**src/design/tble_pkg.sv**
```systemverilog
// Purpose: Shared constants and types for the transmit bipolar line encoder
// Assumes: One channel per instance; register port carries 5-bit words
// Notes:   Offsets are channel-relative plus channel index times the stride
package tble_pkg;
	// Register map
	localparam int unsigned      ADDR_W        = 5;              // Register address width
	localparam int unsigned      DATA_W        = 5;              // Register data width (D4..D0)
	localparam logic [4:0]       CH_STRIDE     = 5'h08;          // Address span of one channel
	localparam logic [4:0]       OFF_RAIL_CTRL = 5'h03;          // Rail format and receive control
	localparam logic [4:0]       OFF_RATE_CTRL = 5'h04;          // Rate and loopback control
	localparam logic [4:0]       RAIL_RESET    = 5'h00;          // Reset value, rail format register
	localparam logic [4:0]       RATE_RESET    = 5'h00;          // Reset value, rate register
	localparam logic [4:0]       RAIL_WR_MASK  = 5'h1E;          // D0 reserved, reads zero
	localparam logic [4:0]       RATE_WR_MASK  = 5'h0F;          // D4 reserved, reads zero
	// Field positions
	localparam int unsigned      BIT_SINGLE    = 4;              // single_rail_select
	localparam int unsigned      BIT_MUTE      = 3;              // signal_loss_mute
	localparam int unsigned      BIT_RECEIVER_POWER_DOWN     = 2;              // receiver_power_down
	localparam int unsigned      BIT_RXINV     = 1;              // rx_clock_invert
	localparam int unsigned      BIT_SONET     = 3;              // sonet_rate_select
	localparam int unsigned      BIT_EURO      = 2;              // euro_rate_select
	localparam int unsigned      BIT_LLB       = 1;              // local_loopback_enable
	localparam int unsigned      BIT_RLB       = 0;              // remote_loopback_enable
	// Encoder pipeline
	localparam int unsigned      PIPE_DEPTH    = 4;              // Look-ahead depth, fixed latency
	localparam int unsigned      RUN_HDB3      = 4;              // Zero run replaced in HDB3
	localparam int unsigned      RUN_B3ZS      = 3;              // Zero run replaced in B3ZS
	// Duty regeneration
	localparam int unsigned      PER_W         = 8;              // Period counter width
	localparam logic [7:0]       PER_MAX       = 8'hFF;          // Counter saturation
	localparam logic [7:0]       PER_ONE       = 8'h01;          // Count step
	// Line rates, kept for reference by the bench
	localparam real              RATE_E3_MHZ   = 34.368;         // Euro rate clock
	localparam real              RATE_DS3_MHZ  = 44.736;         // DS3 rate clock
	localparam real              RATE_STS1_MHZ = 51.84;          // SONET rate clock
	localparam real              SYS_CLK_MHZ   = 250.0;          // System clock
	localparam int unsigned      MIN_PERIOD_CYC = int'(SYS_CLK_MHZ / RATE_STS1_MHZ); // Fastest line bit, cycles

	// Line rate selection
	typedef enum logic [1:0] {
		RATE_DS3  = 2'b00,
		RATE_STS1 = 2'b01,
		RATE_E3   = 2'b10
	} tble_rate_type;

	// Symbol held in each look-ahead slot
	typedef enum logic [1:0] {
		SYM_ZERO = 2'b00,                                    // No pulse
		SYM_MARK = 2'b01,                                    // Data one, AMI
		SYM_BAL  = 2'b10,                                    // Inserted B pulse, AMI
		SYM_VIOL = 2'b11                                     // Inserted V pulse, same polarity
	} tble_sym_type;
endpackage : tble_pkg

```
**src/design/tble_duty_regen.sv**
```systemverilog
// Purpose: Rebuild a 50 percent duty line clock from a skewed one
// Assumes: Input duty between 30 and 70 percent; period under 255 cycles
// Notes:   Half-period taken from the previous measured period
`timescale 1ns/10ps
`default_nettype none
module tble_duty_regen (
	input  wire logic i_clk,          // System clock
	input  wire logic i_rst,          // Async reset, high
	input  wire logic i_fall_stb,     // Falling edge of the line clock
	output logic      o_half_high     // Regenerated clock, high first half
);
	import tble_pkg::*;

	logic [PER_W-1:0] cnt;            // Cycles since last fall
	logic [PER_W-1:0] period;         // Last measured period

	// Period measurement; only falls are used, so the input duty drops out
	always_ff @(posedge i_clk or posedge i_rst) begin
		if (i_rst) begin
			cnt    <= '0;
			period <= '0;
		end else if (i_fall_stb) begin
			cnt    <= '0;
			period <= (cnt == PER_MAX) ? PER_MAX : cnt + PER_ONE;
		end else if (cnt != PER_MAX) begin
			cnt <= cnt + PER_ONE;
		end
	end

	// High for half the period after each fall. The sum is formed one bit
	// wider: a saturated count must not wrap to zero and hold the clock high
	// while the line clock stands still.
	always_ff @(posedge i_clk or posedge i_rst) begin
		if (i_rst) begin
			o_half_high <= 1'b0;
		end else if (i_fall_stb) begin
			o_half_high <= 1'b1;
		end else begin
			o_half_high <= ({1'b0, cnt} + {1'b0, PER_ONE}) < {2'b00, period[PER_W-1:1]};
		end
	end
endmodule : tble_duty_regen
`default_nettype wire

```
**src/design/tble_encoder_top.sv**
```systemverilog
// Purpose: One channel of the transmit front end: rate select, rail format,
//          zero substitution and bipolar line pulse generation
// Assumes: All inputs synchronous to i_clk; line clock far slower than i_clk
// Notes:   Fixed four-bit look-ahead in every mode, bypass included
`timescale 1ns/10ps
`default_nettype none
module tble_encoder_top #(
	parameter logic [1:0] CHANNEL = 2'b00                     // Channel index, sets register base
) (
	input  wire logic                    i_clk,                   // System clock, 250 MHz
	input  wire logic                    i_rst,                   // Async reset, high
	input  wire logic                    i_config_source_pin,     // High register mode, low pin mode
	input  wire logic                    i_euro_rate_select,      // Pin mode euro rate
	input  wire logic                    i_sonet_rate_select,     // Pin mode sonet rate
	input  wire logic                    i_single_rail_select,    // Pin mode encoder bypass
	input  wire logic                    i_tx_positive_rail_in,   // Positive rail or binary data
	input  wire logic                    i_tx_negative_rail_in,   // Negative rail data
	input  wire logic                    i_tx_line_clock_in,      // Line rate clock from framer
	input  wire logic                    i_reg_wr,                // Register write strobe
	input  wire logic [tble_pkg::ADDR_W-1:0] i_reg_addr,          // Register address
	input  wire logic [tble_pkg::DATA_W-1:0] i_reg_wdata,         // Register write data
	output logic      [tble_pkg::DATA_W-1:0] o_reg_rdata,         // Register read data
	output tble_pkg::tble_rate_type      o_rate,                  // Active line rate
	output logic                         o_encoder_active,        // Zero substitution running
	output logic                         o_line_out_tip,          // Positive line pulse
	output logic                         o_line_out_ring          // Negative line pulse
);
	import tble_pkg::*;

	// Rate decode shared by the pin path and the register path
	function automatic tble_rate_type decode_rate(input logic euro, input logic sonet);
		tble_rate_type r;
		r = RATE_DS3;
		if (euro) begin
			r = RATE_E3;                                     // Sonet bit is a don't care here
		end else if (sonet) begin
			r = RATE_STS1;
		end
		return r;
	endfunction : decode_rate

	// Whether a symbol puts a pulse on the line
	function automatic logic is_pulse(input tble_sym_type s);
		return s != SYM_ZERO;
	endfunction : is_pulse

	logic [DATA_W-1:0]     rail_ctrl;          // Rail format and receive control
	logic [DATA_W-1:0]     rate_ctrl;          // Rate and loopback control
	logic [ADDR_W-1:0]     base;               // Channel register base
	logic                  hit_rail;           // Address selects rail register
	logic                  hit_rate;           // Address selects rate register
	logic                  host_mode;          // Register configured
	logic                  single_rail;        // Single rail input in use
	logic                  enc_on;             // Substitution encoder enabled
	tble_rate_type         rate;               // Selected rate
	logic                  fall_stb;           // Line clock falling edge
	logic                  smp_pos;            // Sampled positive rail
	logic                  smp_neg;            // Sampled negative rail
	logic                  half_high;          // Regenerated 50 percent clock
	tble_sym_type          sym [PIPE_DEPTH];   // Look-ahead slots, [0] newest
	logic [PIPE_DEPTH-1:0] byp_pos;            // Bypass positive pipe
	logic [PIPE_DEPTH-1:0] byp_neg;            // Bypass negative pipe
	logic                  par_odd;            // Odd pulses since last violation
	logic                  last_pos;           // Polarity of last line pulse
	logic                  run_hit;            // Zero run complete with new bit
	logic                  next_last_pos;      // Polarity after this output
	logic                  out_pos;            // Positive pulse for current bit
	logic                  out_neg;            // Negative pulse for current bit
	logic                  next_out_pos;       // Polarity pick for oldest slot
	logic                  next_out_neg;       // Polarity pick for oldest slot

	assign base     = ADDR_W'({CHANNEL, 3'b000});
	assign hit_rail = (i_reg_addr == base + OFF_RAIL_CTRL);
	assign hit_rate = (i_reg_addr == base + OFF_RATE_CTRL);

	// Command registers; reserved bits never store so they read zero
	always_ff @(posedge i_clk or posedge i_rst) begin
		if (i_rst) begin
			rail_ctrl <= RAIL_RESET;
			rate_ctrl <= RATE_RESET;
		end else if (i_reg_wr) begin
			if (hit_rail) begin
				rail_ctrl <= i_reg_wdata & RAIL_WR_MASK;
			end
			if (hit_rate) begin
				rate_ctrl <= i_reg_wdata & RATE_WR_MASK;
			end
		end
	end

	// Read data from a register; unmapped addresses answer zero
	always_ff @(posedge i_clk or posedge i_rst) begin
		if (i_rst) begin
			o_reg_rdata <= '0;
		end else if (hit_rail) begin
			o_reg_rdata <= rail_ctrl;
		end else if (hit_rate) begin
			o_reg_rdata <= rate_ctrl;
		end else begin
			o_reg_rdata <= '0;
		end
	end

	// Configuration source; the pin level is trusted to be static
	always_comb begin
		host_mode = i_config_source_pin;
		if (host_mode) begin
			rate        = decode_rate(rate_ctrl[BIT_EURO], rate_ctrl[BIT_SONET]);
			single_rail = rail_ctrl[BIT_SINGLE];
			enc_on      = rail_ctrl[BIT_SINGLE];
		end else begin
			rate        = decode_rate(i_euro_rate_select, i_sonet_rate_select);
			single_rail = 1'b0;
			enc_on      = ~i_single_rail_select;
		end
	end

	// Rail capture on the falling line clock edge
	tble_fall_sampler u_sampler (
		.i_clk      (i_clk),
		.i_rst      (i_rst),
		.i_line_clk (i_tx_line_clock_in),
		.i_pos      (i_tx_positive_rail_in),
		.i_neg      (i_tx_negative_rail_in),
		.o_fall_stb (fall_stb),
		.o_pos      (smp_pos),
		.o_neg      (smp_neg)
	);

	// Half-period rebuild so pulse width does not follow input duty
	tble_duty_regen u_regen (
		.i_clk       (i_clk),
		.i_rst       (i_rst),
		.i_fall_stb  (fall_stb),
		.o_half_high (half_high)
	);

	// A zero run is complete when the new bit and the slots before it are
	// plain zeros; slots already substituted never match, so runs never overlap
	always_comb begin
		run_hit = ~smp_pos & (sym[0] == SYM_ZERO) & (sym[1] == SYM_ZERO);
		if (rate == RATE_E3) begin
			run_hit = run_hit & (sym[2] == SYM_ZERO);
		end
	end

	// Look-ahead pipe: shift on every bit, rewrite the run when it closes.
	// Depth is four in every mode so latency never depends on the data.
	always_ff @(posedge i_clk or posedge i_rst) begin
		if (i_rst) begin
			for (int i = 0; i < PIPE_DEPTH; i++) begin
				sym[i] <= SYM_ZERO;
			end
		end else if (fall_stb) begin
			for (int i = 1; i < PIPE_DEPTH; i++) begin
				sym[i] <= sym[i-1];
			end
			sym[0] <= smp_pos ? SYM_MARK : SYM_ZERO;
			if (enc_on && run_hit) begin
				sym[0] <= SYM_VIOL;
				if (!par_odd) begin
					// Even count so far: a B makes it odd before the V
					if (rate == RATE_E3) begin
						sym[3] <= SYM_BAL;
					end else begin
						sym[2] <= SYM_BAL;
					end
				end
			end
		end
	end

	// Parity of pulses since the last violation, kept at the input side
	always_ff @(posedge i_clk or posedge i_rst) begin
		if (i_rst) begin
			par_odd <= 1'b0;
		end else if (fall_stb) begin
			if (enc_on && run_hit) begin
				par_odd <= 1'b0;
			end else if (smp_pos) begin
				par_odd <= ~par_odd;
			end
		end
	end

	// Bypass pipes carry both rails with the same latency
	always_ff @(posedge i_clk or posedge i_rst) begin
		if (i_rst) begin
			byp_pos <= '0;
			byp_neg <= '0;
		end else if (fall_stb) begin
			byp_pos <= {byp_pos[PIPE_DEPTH-2:0], smp_pos};
			byp_neg <= {byp_neg[PIPE_DEPTH-2:0], smp_neg};
		end
	end

	// Polarity of the oldest slot
	always_comb begin
		next_out_pos  = 1'b0;
		next_out_neg  = 1'b0;
		next_last_pos = last_pos;
		if (enc_on) begin
			unique case (sym[PIPE_DEPTH-1])
				SYM_ZERO: begin
					next_last_pos = last_pos;                // No pulse, polarity kept
				end
				SYM_MARK, SYM_BAL: begin
					next_last_pos = ~last_pos;
				end
				SYM_VIOL: begin
					next_last_pos = last_pos;
				end
			endcase
			if (is_pulse(sym[PIPE_DEPTH-1])) begin
				next_out_pos = next_last_pos;
				next_out_neg = ~next_last_pos;
			end
		end else begin
			next_out_pos = byp_pos[PIPE_DEPTH-1];
			next_out_neg = byp_neg[PIPE_DEPTH-1];
			if (next_out_pos != next_out_neg) begin
				next_last_pos = next_out_pos;                // Track so a switch to coding alternates
			end
		end
	end

	// Per-bit output symbol and last polarity, updated once per bit
	always_ff @(posedge i_clk or posedge i_rst) begin
		if (i_rst) begin
			out_pos  <= 1'b0;
			out_neg  <= 1'b0;
			last_pos <= 1'b0;
		end else if (fall_stb) begin
			out_pos  <= next_out_pos;
			out_neg  <= next_out_neg;
			last_pos <= next_last_pos;
		end
	end

	// Line pulses are half a bit wide, timed by the regenerated clock
	always_ff @(posedge i_clk or posedge i_rst) begin
		if (i_rst) begin
			o_line_out_tip  <= 1'b0;
			o_line_out_ring <= 1'b0;
		end else begin
			o_line_out_tip  <= out_pos & half_high;
			o_line_out_ring <= out_neg & half_high;
		end
	end

	// Status outputs from flip-flops
	always_ff @(posedge i_clk or posedge i_rst) begin
		if (i_rst) begin
			o_rate           <= RATE_DS3;
			o_encoder_active <= 1'b0;
		end else begin
			o_rate           <= rate;
			o_encoder_active <= enc_on | single_rail;
		end
	end
endmodule : tble_encoder_top
`default_nettype wire

```
**src/design/tble_fall_sampler.sv**
```systemverilog
// Purpose: Detect the falling edge of the line clock and catch both rails
// Assumes: Line clock and rails synchronous to i_clk, far slower than it
// Notes:   Strobe is one i_clk cycle wide, rails held until the next fall
`timescale 1ns/10ps
`default_nettype none
module tble_fall_sampler (
	input  wire logic i_clk,          // System clock
	input  wire logic i_rst,          // Async reset, high
	input  wire logic i_line_clk,     // Line clock level
	input  wire logic i_pos,          // Positive rail
	input  wire logic i_neg,          // Negative rail
	output logic      o_fall_stb,     // One-cycle pulse per falling edge
	output logic      o_pos,          // Sampled positive rail
	output logic      o_neg           // Sampled negative rail
);
	import tble_pkg::*;

	logic             clk_prev;       // Line clock one cycle ago
	logic             fall;           // Falling edge seen now

	assign fall = clk_prev & ~i_line_clk;

	// Edge history
	always_ff @(posedge i_clk or posedge i_rst) begin
		if (i_rst) begin
			clk_prev <= 1'b0;
		end else begin
			clk_prev <= i_line_clk;
		end
	end

	// Catch rails on the falling edge only
	always_ff @(posedge i_clk or posedge i_rst) begin
		if (i_rst) begin
			o_fall_stb <= 1'b0;
			o_pos      <= 1'b0;
			o_neg      <= 1'b0;
		end else begin
			o_fall_stb <= fall;
			if (fall) begin
				o_pos <= i_pos;
				o_neg <= i_neg;
			end
		end
	end
endmodule : tble_fall_sampler
`default_nettype wire

```
**config.mk**
```make
export PLATFORM = sky130hd
export DESIGN_NAME = tble_encoder_top
export DESIGN_NICKNAME = d
export VERILOG_FILES = /design/src/design/tble_pkg.sv /design/src/design/tble_duty_regen.sv /design/src/design/tble_encoder_top.sv /design/src/design/tble_fall_sampler.sv
export SDC_FILE = /design/constraint.sdc
export NUM_CORES = 1
export LEC_CHECK = 0
export BUFFER_PORTS_ARGS = -buffer_cell sky130_fd_sc_hd__buf_2
export CAP_MARGIN = 20
export CORE_MARGIN = 2
export CORE_UTILIZATION = 57
export DETAILED_ROUTE_END_ITERATION = 8
export PLACE_DENSITY = 0.87
export RECOVER_POWER = 50
export SLEW_MARGIN = 10
export SYNTH_ARGS = -nofsm -noshare
export SYNTH_HDL_FRONTEND = slang
export SYNTH_HIERARCHICAL = 1
export SYNTH_SLANG_ARGS = --single-unit
export TNS_END_PERCENT = 10
```
**constraint.sdc**
```tcl
create_clock -name i_clk -period 2.45 [get_ports i_clk]
set_clock_uncertainty 0.2 [all_clocks]
set_input_delay 0 -clock i_clk [delete_from_list [all_inputs] [get_ports i_clk]]
set_output_delay 0 -clock i_clk [all_outputs]
set_load 0.005 [all_outputs]
```
---- After elaboration in Yosys (flattened, before gate mapping) ----
Index checks and enable logic that the tools add are counted.
word-level totals
  register bits ........................... 59
  latch bits .............................. 0
  memory bits (writable) .................. 0
  memory bits (read-only) ................. 0
  input port bits ......................... 20
  output and inout bits ................... 10
  word-level logic and storage cells ...... 94
  memories ................................ 0
operators by class
  add/sub/neg operators ................... 2
  $mul .................................... 0
  divide/modulo/power cells ............... 0
  magnitude comparators ................... 1
  equality and inequality tests ........... 9
  shift operators ......................... 0
  multiplexer cells ....................... 30
  bitwise operators ....................... 13
  reduce and logical (&&, ||, !) cells .... 15
operators by type and width
  kind                   count
  $mux W8                3
  $mux W1                16
  $mux W2                6
  $mux W4                3
  $add A8 B1 Y9 const B  1
  $lt A9 B7 Y1           1
  $add A8 B1 Y8 const B  1
  $eq A8 B8 Y1 const B   1
  $logic_not A2 Y1       4
  $ne A8 B8 Y1 const B   1
  $reduce_and A2 Y1      4
  $reduce_bool A2 Y1     4
  $and A1 B1 Y1          6
  $eq A2 B2 Y1 const B   3
  $not A1 Y1             6
  $eq A5 B2 Y1 const B   1
  $eq A5 B3 Y1 const B   1
  $mux W5                1
  $reduce_or A2 Y1       2
  $eq A2 B1 Y1 const B   1
  $pmux W1 S2            1
  $logic_and A1 B1 Y1    1
  $ne A1 B1 Y1           1
  $or A1 B1 Y1           1

---- Longest topological paths before layout ----
Gate-level depths: netlist of run 1.
  depth after elaboration ................. 8
  depth in mapped cells ................... 9
  mapped depth without buffers ............ 9

---- Hierarchy ----
Netlist of run 1, hierarchy kept.
by module, submodules not included
  module             times used  cells each  area each (µm²)  seq. area each (µm²)
  tble_encoder_top   1           125         1,597.8          950.9
  tble_duty_regen    1           96          894.6            400.4
  tble_fall_sampler  1           8           147.6            100.1

---- Worst setup path after synthesis of run 1 ----
No wires, ideal clock.
  kind .................................... reg2reg
  start point ............................. register u_regen.cnt[0]
  end point ............................... register u_regen.o_half_high
  library setup time ...................... 0.080 ns
  data arrival time ....................... 1.849 ns
  required time ........................... 2.170 ns
  path slack .............................. 0.322 ns
  stages on the path, launching flop included .. 10
  buffers on the path ..................... 0
  period minus slack after synthesis ...... 2.128 ns
  path through ............................ dfrtp_1 > ha_1 > nand4_2 > or2_4 > xnor2_1 > ha_1 > nand2_1 > nand4b_1 > mux2i_1 > a2bb2oi_1
between the ends
  longest elaborated chain between the ends .. 3
ends and longest elaborated chain
  what                    RTL line               RTL
  start, declared         tble_duty_regen.sv:14  logic [PER_W-1:0] cnt;
  start signal, assigned  tble_duty_regen.sv:26  cnt <= cnt + PER_ONE;
  $add A8 B1 Y9           tble_duty_regen.sv:39  o_half_high <= ({1'b0, cnt} + {1'b0, PER_ONE}) < {2'b00, period[PER_W-1:1]};
  $lt A9 B7 Y1            tble_duty_regen.sv:39
  $mux W1                 tble_duty_regen.sv:36  end else if (i_fall_stb) begin
  end signal, assigned    tble_duty_regen.sv:39
  end, declared           tble_duty_regen.sv:10  output logic o_half_high
No other way between the ends.
A chain may end at the register's enable or synchronous reset.

---- Worst setup path in the final report of run 1 ----
Ends and elaborated chain as after synthesis.

==> summary.md, run 1 <==
| Metric | Value |
|---|---|
| Final wirelength | `roughly 5.5 mm` |
| Hpwl dp | `around 3.3 mm` |
| Final TNS setup | `0 ns` |
| Die H | `between 70 and 80 um` |
| Avg Cell Area, Syn | `approximately 12 um^2` |
| Final hold slack | `around 0.06 ns` |
| RSZ-0062 raised after global routing | `true` |
| Largest net degree at the start of global routing | `51` |
| GRT overflow | `0` |
| Cell area after synthesis | `roughly 2600 um^2` |
| Layout cells sized above 1 | `23.6%` |
| Cells after Synth | `between 200 and 250` |
| Crit end category | `register` |
| Initial antenna violation count | `0` |
| Crit path launch type | `register` |
| Clk_lat worst skew | `roughly 0.35 ns` |
| FILL cells | `between 200 and 300` |
| Total GRT Usage | `24.1%` |
| Max stage delay on crit path | `roughly 0.42 ns` |
| Worst path bufs/invs | `0` |
| Library cells used by synthesis | `38` |
| Setup WS pre-CTS | `around 0.12 ns` |
| Clock Sink Count | `58` |
| Vias/cell | `about 5.5` |
| Die W | `about 72 um` |
| Commonest cells in the netlist | `58 x dfrtp_1, 23 x nor2_1, 19 x mux2_2` |
| Leakage | `about 1.6 nW` |
| Starting density of the core | `59.8%` |
| Count leader, synth | `dfrtp_1` |
| # port buffers | `29` |
| Worst Tran Pin Value | `0.914 ns` |
| Syn Nets | `about 260` |
| CP arrival | `2.38 ns` |
| Worst-path cell chain | `ha_2 -> nand4_2 -> or2_4 -> xnor2_1 -> ha_1 -> nand2_1 -> nand4b_1 -> mux2i_1 -> a2bb2oi_1` |
| P&R area growth vs syn | `23.9%` |
| I/O pins | `30` |
| DR iter-0 viols | `between 150 and 200` |
| Clk slew on worst S/H paths | `~0.070 ns` |
| Critical path's slowest cell | `dfrtp_1` |
| Sequential area share after synthesis | `a little over half` |
| H-tree Lvls | `3` |
| Tcrit/Tclk final | `between 90% and 100%` |
| Yosys warning total | `6` |
| TritonCTS Buffers | `9` |
| Placed Cells | `307` |
| DR WL/cell | `about 16 um` |
| Drt pass-1 iters | `4` |
| Synth Register Bits | `58` |
| Clk root buf | `clkbuf_8` |
| Setup ws final | `~0.14 ns` |
| CTS tree | `built` |
| Final Max Tran Viols | `0` |
| Pwr dens | `around 850 nW/um^2` |
| Top FF cell, synth | `dfrtp_1` |
| Antenna diode count | `0` |
| Tot Pwr | `between 2 and 3 mW` |
| Normalized max-slew margin | `about two fifths` |
| Core ar. | `approximately 4400 um^2` |
| Finished Layout Cells | `about 350` |
| Drc violations | `0` |
| CP Max Fanout | `5` |
| Async set or reset register ratio after synthesis | `100%` |
| Min-Delay Path Class | `input port to register` |
| Post-synth top area cell | `dfrtp_1` |
| Setup Fix Bufs, Post-CTS | `0` |
| Max Clk Rate | `roughly 0.43 GHz` |
| Final Net Count | `between 300 and 400` |
| Maximum VDD drop | `a little over 500 uV` |
| Vias in the first global route | `between 1500 and 2000` |
| Setup-failing EPs final | `0` |
| Synth area leaders | `dfrtp_1 55%, mux2_2 8.1%, ha_1 3.8%, nor2_1 3.3%, inv_1 2.4%` |
| Crit path max-delay family | `simple AND/OR/NAND/NOR gates` |
| Yosys top cell area share | `between 50% and 60%` |
| Via count | `1920` |
| Post-synth EDFFs | `0` |
| Crit Path Class | `register to register` |
| Final GP Congestion | `around 0.85` |
| Die outline area | `between 5000 and 6000 um^2` |
| First-pass GRT wire length | `between 9 and 10 mm` |
| Fin crit period | `approximately 2.3 ns` |
| Fin. Hold Viols | `0` |
| Outcome | `completed` |
| Max-Cap Viols | `0` |
| Required @ worst endpoint | `between 2 and 3 ns` |
| Clock Tree Buf Depth | `2` |
| Row count | `24` |
| Antenna viol nets, final | `0` |
==> per-layer routing <==
metal / vias to the layer above / track usage, % / part of all wire, % / routed length, um
li1: 911 / - / - / -
met5: - / 0 / 0 / 0
met3: 12 / 8.75 / 5.0 / 276
met1: 951 / 29.9 / 43 / 2390
met4: 0 / 9.64 / 1.8 / 97
met2: 46 / 38.7 / 50 / 2740
==> cell families (layout without fill, tap and decap cells) <==
family	Yosys count	count (layout)	share of synthesized area (%)
AOI/OAI and AO/OA	29	29	7.06
xor gates and xnor gates	7	7	2.32
adders and majority gates	8	8	3.79
buffers and inverters	23	91	3.70
DFF	58	58	55.0
muxes	28	28	12.3
and+or+nand+nor	76	76	15.9
==> what timing repair did <==
| action | CTS | global route |
|---|---|---|
| hold buffers | 26 | 0 |
| setup endpoints to repair | 0 | 4 |
| gates resized for setup | 0 | 4 |
| hold endpoints to repair | 64 | 0 |
==> cell type report <==
| type | count | area, um^2 | area share, % |
|---|---|---|---|
| clock buffer | 10 | 128 | 3.90 |
| clock inverter | 6 | 57.6 | 1.76 |
| inverter | 17 | 63.8 | 1.95 |
| multi-input combinational | 148 | 1080 | 33.2 |
| sequential | 58 | 1450 | 44.4 |
| tap | 52 | 65.1 | 1.99 |
| timing repair buffer | 58 | 420 | 12.9 |
==> tightest hold or removal path: stages <==
cell	delay (ns)
buf_2	0.10
nor2b_1	0.17
nand2_2	0.12
mux2_2	0.17
==> cells in the final DEF, fill, tap and decap left out, types with 3 or more instances in the layout <==
cell,synthesis,final
dfrtp_1,58,58
dlygate4sd3_1,0,24
nor2_1,23,23
buf_2,0,22
mux2_2,19,19
inv_1,17,17
nand2_1,15,14
a21oi_1,9,9
clkbuf_8,0,9
clkbuf_1,3,9
o21ai_0,7,7
nand3_1,7,7
ha_1,8,7
nor2b_1,5,6
mux2i_1,5,5
xnor2_1,5,5
nand2b_1,4,4
clkinv_2,0,4
a22o_1,3,3
and2_1,5,3
a31oi_1,3,3
mux2_4,4,3
==> worst paths after layout <==
path | startpoint | end | slack (ns) | depth (start not counted)
setup reg to reg | u_regen/cnt[0] | u_regen/o_half_high | 0.14 | 9
min in group asynchronous | i_rst | u_regen/cnt[7] | 0.10 | 3
hold / removal | i_reg_wr | rail_ctrl[3] | 0.06 | 4
setup / recovery | u_regen/cnt[0] | u_regen/o_half_high | 0.14 | 9
hold reg to reg | out_pos | o_line_out_tip | 0.29 | 1
max in group asynchronous | i_rst | byp_pos[3] | 0.97 | 4
==> registers in the layout, summed over array words and instances (netlist names), 2 cells and up <==
name            flops
sym                 8
u_regen/cnt         8
u_regen/period      7
o_reg_rdata         5
byp_neg             4
byp_pos             4
rail_ctrl           4
rate_ctrl           4
o_rate              2
==> stage by stage <==
step                      utilization, %  cell area (um^2)
after floorplan                        -              2640
after global placement              64.3              2840
after detailed placement            64.3              2840
after CTS                           74.4              3280
after global routing                74.1              3270
final                               74.1              3270
==> power by group <==
part	internal [mW]	total (mW)	switching, mW
sequential	1.16	1.32	0.153
clock	0.462	0.853	0.391
combinational	0.326	0.616	0.290
total	1.95	2.79	0.835
Note: power is estimated with default switching activity, not from simulation.
==> run 2: changes to the inputs <==
Settings changed: CORE_ASPECT_RATIO from default to 0.9.
==> run 2 against run 1 <==
  * Hold slack improved by 0.027 ns
  * Critical path type is now input port to register
  * Die area about the same
  * Combinational power about the same
==> summary.md, run 2 (synthesis gave the netlist of run 1 again) <==
| Metric | Value |
|---|---|
| Outcome | `completed (unchanged)` |
| Clk root buf | `clkbuf_8 (unchanged)` |
| Reg area | `1450 um^2 (unchanged)` |
| Largest net degree at the start of global routing | `39 (was 51)` |
| Met2 GRT Util | `35.7% (was 38.7%)` |
| Regs by FF count | `sym x8, u_regen/cnt x8, u_regen/period x7 (unchanged)` |
| GR peak layer | `met2 (unchanged)` |
| Finished Layout Cells | `359 (was 349)` |
| Final wirelength | `5.03 mm (was 5.51 mm)` |
| Clk slew on worst S/H paths | `0.06 ns (was 0.07 ns)` |
| GRT overflow | `0 (unchanged)` |
| Pwr dens | `809 nW/um^2 (was 852 nW/um^2)` |
| Total GRT Usage | `21.8% (was 24.1%)` |
| Tcrit/Tclk final | `95.3% (was 94.4%)` |
| Normalized max-slew margin | `39.1% (was 39.0%)` |
| Starting density of the core | `59.2% (was 59.8%)` |
| Die outline area | `5190 um^2 (about the same)` |
| Commonest non-fill, non-tap cells in the layout | `58 x dfrtp_1, 26 x dlygate4sd3_1, 23 x nor2_1, 21 x buf_2, 19 x mux2_2 (was 58 x dfrtp_1, 24 x dlygate4sd3_1, 23 x nor2_1, 22 x buf_2, 19 x mux2_2)` |
| Most common cell after layout, fill and taps aside | `dfrtp_1 (unchanged)` |
| Die H | `68.6 um (was 72.1 um)` |
| Clock Sink Count | `58 (unchanged)` |
| Setup WS pre-CTS | `0.189 ns (was 0.124 ns)` |
| Fin. Hold Viols | `0 (unchanged)` |
| Required @ worst endpoint | `2.47 ns (was 2.52 ns)` |
| CP Max Fanout | `3 (was 5)` |
| Crit path launch type | `input port (was register)` |
| Setup Fix Bufs, Post-CTS | `0 (unchanged)` |
| Core ar. | `4460 um^2 (was 4410 um^2)` |
| Vias/cell | `5.12 (was 5.50)` |
| Worst-path cell chain | `dlygate4sd3_1 -> buf_2 -> nor3_1 -> dlygate4sd3_1 -> nand2_1 -> mux2_2 -> dlygate4sd3_1 (was ha_2 -> nand4_2 -> or2_4 -> xnor2_1 -> ha_1 -> nand2_1 -> nand4b_1 -> mux2i_1 -> a2bb2oi_1)` |
| Row count | `23 (was 24)` |
| P&R area growth vs syn | `23.5% (was 23.9%)` |
| Clk_lat worst skew | `0.34 ns (was 0.35 ns)` |
| Setup ws final | `0.115 ns (was 0.138 ns)` |
| Maximum VDD drop | `555 uV (was 512 uV)` |
| Hpwl dp | `3.05 mm (was 3.29 mm)` |
| DR iter-0 viols | `97 (was 168)` |
| Leakage | `1.55 nW (was 1.58 nW)` |
| Crit path max-delay family | `buffers and inverters (was simple AND/OR/NAND/NOR gates)` |
| GR Layer Usage met1 | `26.8% (was 29.9%)` |
| TritonCTS Buffers | `9 (unchanged)` |
| Crit end category | `register (unchanged)` |
| CP arrival | `2.35 ns (was 2.38 ns)` |
| Worst path bufs/invs | `4 (was 0)` |
| Via count | `1839 (was 1920)` |
| DR WL/cell | `14.0 um (was 15.8 um)` |
| Layout cells sized above 1 | `22.6% (was 23.6%)` |
| H-tree Lvls | `3 (unchanged)` |
| DP Area | `2850 um^2 (was 2840 um^2)` |
| FILL cells | `302 (was 294)` |
| Most used cell, CP | `dlygate4sd3_1` |
| Met3 GRT Util | `6.25% (was 8.75%)` |
| Critical path's slowest cell | `dlygate4sd3_1 (was dfrtp_1)` |
| Fin crit period | `2.33 ns (was 2.31 ns)` |
| Final Net Count | `321 (was 320)` |
| Drt pass-1 iters | `4 (unchanged)` |
| RSZ-0062 raised after global routing | `false (was true)` |
| First-pass GRT wire length | `8.04 mm (was 9.31 mm)` |
| Die W | `75.7 um (was 72.1 um)` |
| Final Max Tran Viols | `0 (unchanged)` |
| Antenna viol nets, final | `0 (unchanged)` |
| Worst Tran Pin Value | `0.913 ns (was 0.914 ns)` |
| Tot Pwr | `2.64 mW (was 2.79 mW)` |
| Crit Path Class | `input port to register (was register to register)` |
| Antenna diode count | `0 (unchanged)` |
| Max stage delay on crit path | `0.57 ns (was 0.42 ns)` |
| Area of the multi-input gates | `1090 um^2 (was 1080 um^2)` |
| Max-Cap Viols | `0 (unchanged)` |
| Setup-failing EPs final | `0 (unchanged)` |
| Clock Tree Buf Depth | `2 (unchanged)` |
| Final hold slack | `0.0859 ns (was 0.0586 ns)` |
| Min-Delay Path Class | `input port to async pin (was input port to register)` |
| Final GP Congestion | `0.879 (was 0.846)` |
| Final TNS setup | `0 ns (unchanged)` |
| CTS tree | `built (unchanged)` |
| Post-layout util | `73.1% (was 74.1%)` |
| I/O pins | `30 (unchanged)` |
| # port buffers | `29 (unchanged)` |
| Finished Cell Area | `3260 um^2 (was 3270 um^2)` |
| Drc violations | `0 (unchanged)` |
| Placed Cells | `317 (was 307)` |
| Initial antenna violation count | `0 (unchanged)` |
| Max Clk Rate | `0.428 GHz (was 0.432 GHz)` |
| Vias in the first global route | `1767 (was 1945)` |
==> run 2: cell count changes in the layout (fill, tap and decap cells not counted), sizes merged <==
| cell | delta |
|---|---|
| buf | -1 |
| clkinv | -2 |
| clkbuf | +3 |
| dlymetal6s4s | -1 |
| bufinv | -1 |
| dlygate4sd3 | +2 |
==> run 2: final cells by class <==
cell class                 instances  area share (%)
clock buffer                      12            4.15
inverter                          17            1.96
timing repair buffer              59            13.1
multi-input combinational        148            33.3
clock inverter                     3           0.537
sequential                        58            44.5
tap                               62            2.38
==> run 2: worst min-delay path, delay by kind of cell <==
family	cells	cell delay [ns]
buffers and inverters	3	1.10
==> run 2: layer usage <==
layer / routed length, um / vias up
li1: - / 909
met1: 2180 / 880
met2: 2520 / 38
met3: 220 / 12
met4: 104 / 0
met5: 0 / -
==> run 2: path summary, 6_finish.rpt <==
path	startpoint	to	slack, ns	cells past startpoint
min in group i_clk	i_tx_line_clock_in	u_sampler/clk_prev	0.13	2
max	i_reg_addr[2]	rail_ctrl[4]	0.12	7
max reg2reg	u_regen/cnt[0]	u_regen/o_half_high	0.16	9
min	i_rst	u_regen/cnt[7]	0.09	3
max in group asynchronous	i_rst	out_neg	1.18	4
min reg2reg	u_regen/o_half_high	o_line_out_ring	0.28	1
==> run 2: where the power goes <==
part / leakage (nW) / internal, mW / switching, mW / total [mW]
sequential: 0.733 / 1.16 / 0.148 / 1.31
clock: 0.0762 / 0.358 / 0.350 / 0.708
combinational: 0.741 / 0.329 / 0.287 / 0.617
total: 1.55 / 1.85 / 0.785 / 2.64
==> run 2: timing repair <==
item	CTS	global route
gates resized for setup	0	2
hold endpoints to repair	79	0
setup endpoints to repair	0	4
hold buffers	27	0
==> run 3: changes to the inputs <==
Settings changed: CELL_PAD_IN_SITES_DETAIL_PLACEMENT from default to 0, CELL_PAD_IN_SITES_GLOBAL_PLACEMENT from default to 1, CORE_UTILIZATION 57 to 46.
==> run 3 against run 2 <==
  * The run now ends with negative hold slack left
  * Design area rose by 3.0%
  * Sequential cell count unchanged
  * Die area is 23% higher
  * Largest cell class unchanged
  * Largest power group unchanged
  * Highest routed layer unchanged
==> summary.md, run 3 (synthesis gave the netlist of run 1 again) <==
| Metric | Value |
|---|---|
| Vias/cell | `5.01 (was 5.12)` |
| Pwr dens | `874 nW/um^2 (was 809 nW/um^2)` |
| Fin crit period | `2.25 ns (was 2.33 ns)` |
| Crit Path Class | `register to register (was input port to register)` |
| Clock Sink Count | `58 (unchanged)` |
| Final wirelength | `4.91 mm (was 5.03 mm)` |
| H-tree Lvls | `3 (unchanged)` |
| DR iter-0 viols | `58 (was 97)` |
| Drc violations | `0 (unchanged)` |
| RSZ-0062 raised after global routing | `false (unchanged)` |
| Outcome | `finished with violations (was completed)` |
| DR WL/cell | `13.3 um (was 14.0 um)` |
| Required @ worst endpoint | `2.50 ns (was 2.47 ns)` |
| Max Clk Rate | `0.445 GHz (was 0.428 GHz)` |
| Met2 GRT Util | `29.6% (was 35.7%)` |
| Seq pwr share | `44.6% (was 49.8%)` |
| Final Max Tran Viols | `0 (unchanged)` |
| Maximum VDD drop | `498 uV (was 555 uV)` |
| Comb power frac | `20.6% (was 23.4%)` |
| Drt pass-1 iters | `4 (unchanged)` |
| Hpwl dp | `3.29 mm (was 3.05 mm)` |
| Layout cells sized above 1 | `24.8% (was 22.6%)` |
| Die H | `75.9 um (was 68.6 um)` |
| Normalized max-slew margin | `39.0% (was 39.1%)` |
| Final hold slack | `-0.00331 ns (was 0.0859 ns)` |
| DP Area | `2860 um^2 (was 2850 um^2)` |
| Crit end category | `register (unchanged)` |
| CTS tree | `built (unchanged)` |
| Finished Cell Area | `3360 um^2 (was 3260 um^2)` |
| Regs by FF count | `sym x8, u_regen/cnt x8, u_regen/period x7 (unchanged)` |
| GR Layer Usage met1 | `21.5% (was 26.8%)` |
| Int Pwr | `2.15 mW (was 1.85 mW)` |
| Clk root buf | `clkbuf_8 (unchanged)` |
| Vias in the first global route | `1932 (was 1767)` |
| Via count | `1844 (was 1839)` |
| Largest net degree at the start of global routing | `39 (unchanged)` |
| GRT overflow | `0 (unchanged)` |
| Die outline area | `6360 um^2 (was 5190 um^2)` |
| Antenna diode count | `0 (unchanged)` |
| Total GRT Usage | `17.5% (was 21.8%)` |
| GR peak layer | `met2 (unchanged)` |
| I/O pins | `30 (unchanged)` |
| Die W | `83.9 um (was 75.7 um)` |
| Clock Tree Buf Depth | `2 (unchanged)` |
| Max-Cap Viols | `0 (unchanged)` |
| Min-Delay Path Class | `input port to register (was input port to async pin)` |
| P_sw | `0.786 mW (was 0.785 mW)` |
| Starting density of the core | `47.2% (was 59.2%)` |
| Final TNS setup | `0 ns (unchanged)` |
| Core ar. | `5600 um^2 (was 4460 um^2)` |
| Initial antenna violation count | `0 (unchanged)` |
| Clk pwr share | `34.8% (was 26.9%)` |
| P&R area growth vs syn | `27.1% (was 23.5%)` |
| Worst Tran Pin Value | `0.916 ns (was 0.913 ns)` |
| Clk_lat worst skew | `0.33 ns (was 0.34 ns)` |
| Met3 GRT Util | `3.25% (was 6.25%)` |
| Setup-failing EPs final | `0 (unchanged)` |
| TritonCTS Buffers | `9 (unchanged)` |
| Row count | `26 (was 23)` |
| Setup Fix Bufs, Post-CTS | `0 (unchanged)` |
| Most common cell after layout, fill and taps aside | `dfrtp_1 (unchanged)` |
| Clk slew on worst S/H paths | `0.06 ns (about the same)` |
| Final Net Count | `321 (unchanged)` |
| Final GP Congestion | `0.754 (was 0.879)` |
| Crit path launch type | `register (was input port)` |
| # port buffers | `29 (unchanged)` |
| CP Max Fanout | `5 (was 3)` |
| Commonest non-fill, non-tap cells in the layout | `57 x dfrtp_1, 27 x dlygate4sd3_1, 23 x nor2_1, 23 x buf_2, 19 x mux2_2 (was 58 x dfrtp_1, 26 x dlygate4sd3_1, 23 x nor2_1, 21 x buf_2, 19 x mux2_2)` |
| CP arrival | `2.30 ns (was 2.35 ns)` |
| Tcrit/Tclk final | `91.7% (was 95.3%)` |
| Failing checks | `negative hold slack` |
| Leakage | `1.59 nW (was 1.55 nW)` |
| First-pass GRT wire length | `8.52 mm (was 8.04 mm)` |
| Fin. Hold Viols | `1 (was 0)` |
| Sw frac | `26.8% (was 29.8%)` |
| Antenna viol nets, final | `0 (unchanged)` |
| FILL cells | `464 (was 302)` |
run 3: cell types whose count changed in the layout (fill, tap and decap cells not counted), sizes merged:
cell and change:
dlymetal6s4s -1, bufinv +2, clkinv -1, buf +3
dlygate4sd3 +1, clkbuf -3
run 3: final timing paths:
| check | slack (ns) | startpoint | depth (start not counted) | endpoint |
|---|---|---|---|---|
| setup / recovery | 0.20 | u_regen/cnt[0] | 9 | u_regen/o_half_high |
| hold / removal | -0.003 | i_reg_wr | 4 | rail_ctrl[2] |
| setup reg to reg | 0.20 | u_regen/cnt[0] | 9 | u_regen/o_half_high |
| hold reg to reg | 0.28 | rate_ctrl[0] | 1 | o_reg_rdata[0] |
| max in group asynchronous | 1.17 | i_rst | 4 | sym[0] |
| min in group asynchronous | 0.10 | i_rst | 3 | u_regen/period[3] |
run 3: final cells by class:
cell class / count / area [um^2] / area share, %
Timing Repair Buffer: 59 / 428 / 12.8
Inverter: 17 / 63.8 / 1.90
Sequential cell: 58 / 1450 / 43.3
Multi-Input combinational cell: 148 / 1090 / 32.4
Clock buffer: 12 / 165 / 4.92
Clock inverter: 4 / 72.6 / 2.16
Tap cell: 70 / 87.6 / 2.61
run 3: timing repair:
item                                    CTS  global route
endpoints found under the setup margin    0             2
hold endpoints to repair                 79             0
hold buffers                             28             0
resized for setup                         0             2
run 3: power by group through the flow:
stage | Sequential [mW] | Combinational (mW) | Clock (mW)
detailed placement | 1.32 | 0.564 | 0
global route | 1.34 | 0.686 | 1.09
floorplan | 1.28 | 0.437 | 0
CTS | 1.31 | 0.618 | 1.05
finish | 1.31 | 0.604 | 1.02
global placement | 1.31 | 0.533 | 0
run 3: worst max-delay path, cell delays in order, from the launching register on:
cell and delay [ns]:
dfrtp_2 0.40, ha_1 0.22, nand4_2 0.17, or2_4 0.28, xnor2_1 0.12, ha_1 0.30, nand2_1 0.09, nand4b_1 0.10
mux2i_1 0.14, a2bb2oi_1 0.16
run 3: routing by layer:
metal | share of wire [%] | up-vias
li1 | - | 912
met1 | 46 | 883
met2 | 48 | 44
met3 | 4.3 | 5
met4 | 1.6 | 0
met5 | 0 | -
run 3: through the flow:
stage | hold slack (ns) | total power [mW] | cells | util [%] | setup slack (ns)
final | -0.00331 | 2.93 | 368 | 60.0 | 0.202
after global routing | 0.0185 | 3.11 | 368 | 60.0 | 0.0375
after CTS | 0.0497 | 2.97 | 369 | 60.4 | 0.0890
after detailed placement | -0.293 | 1.89 | 325 | 51.1 | 0.174
after global placement | -0.296 | 1.85 | 325 | 51.1 | 0.239
after floorplan | -0.434 | 1.72 | 229 | - | 0.322
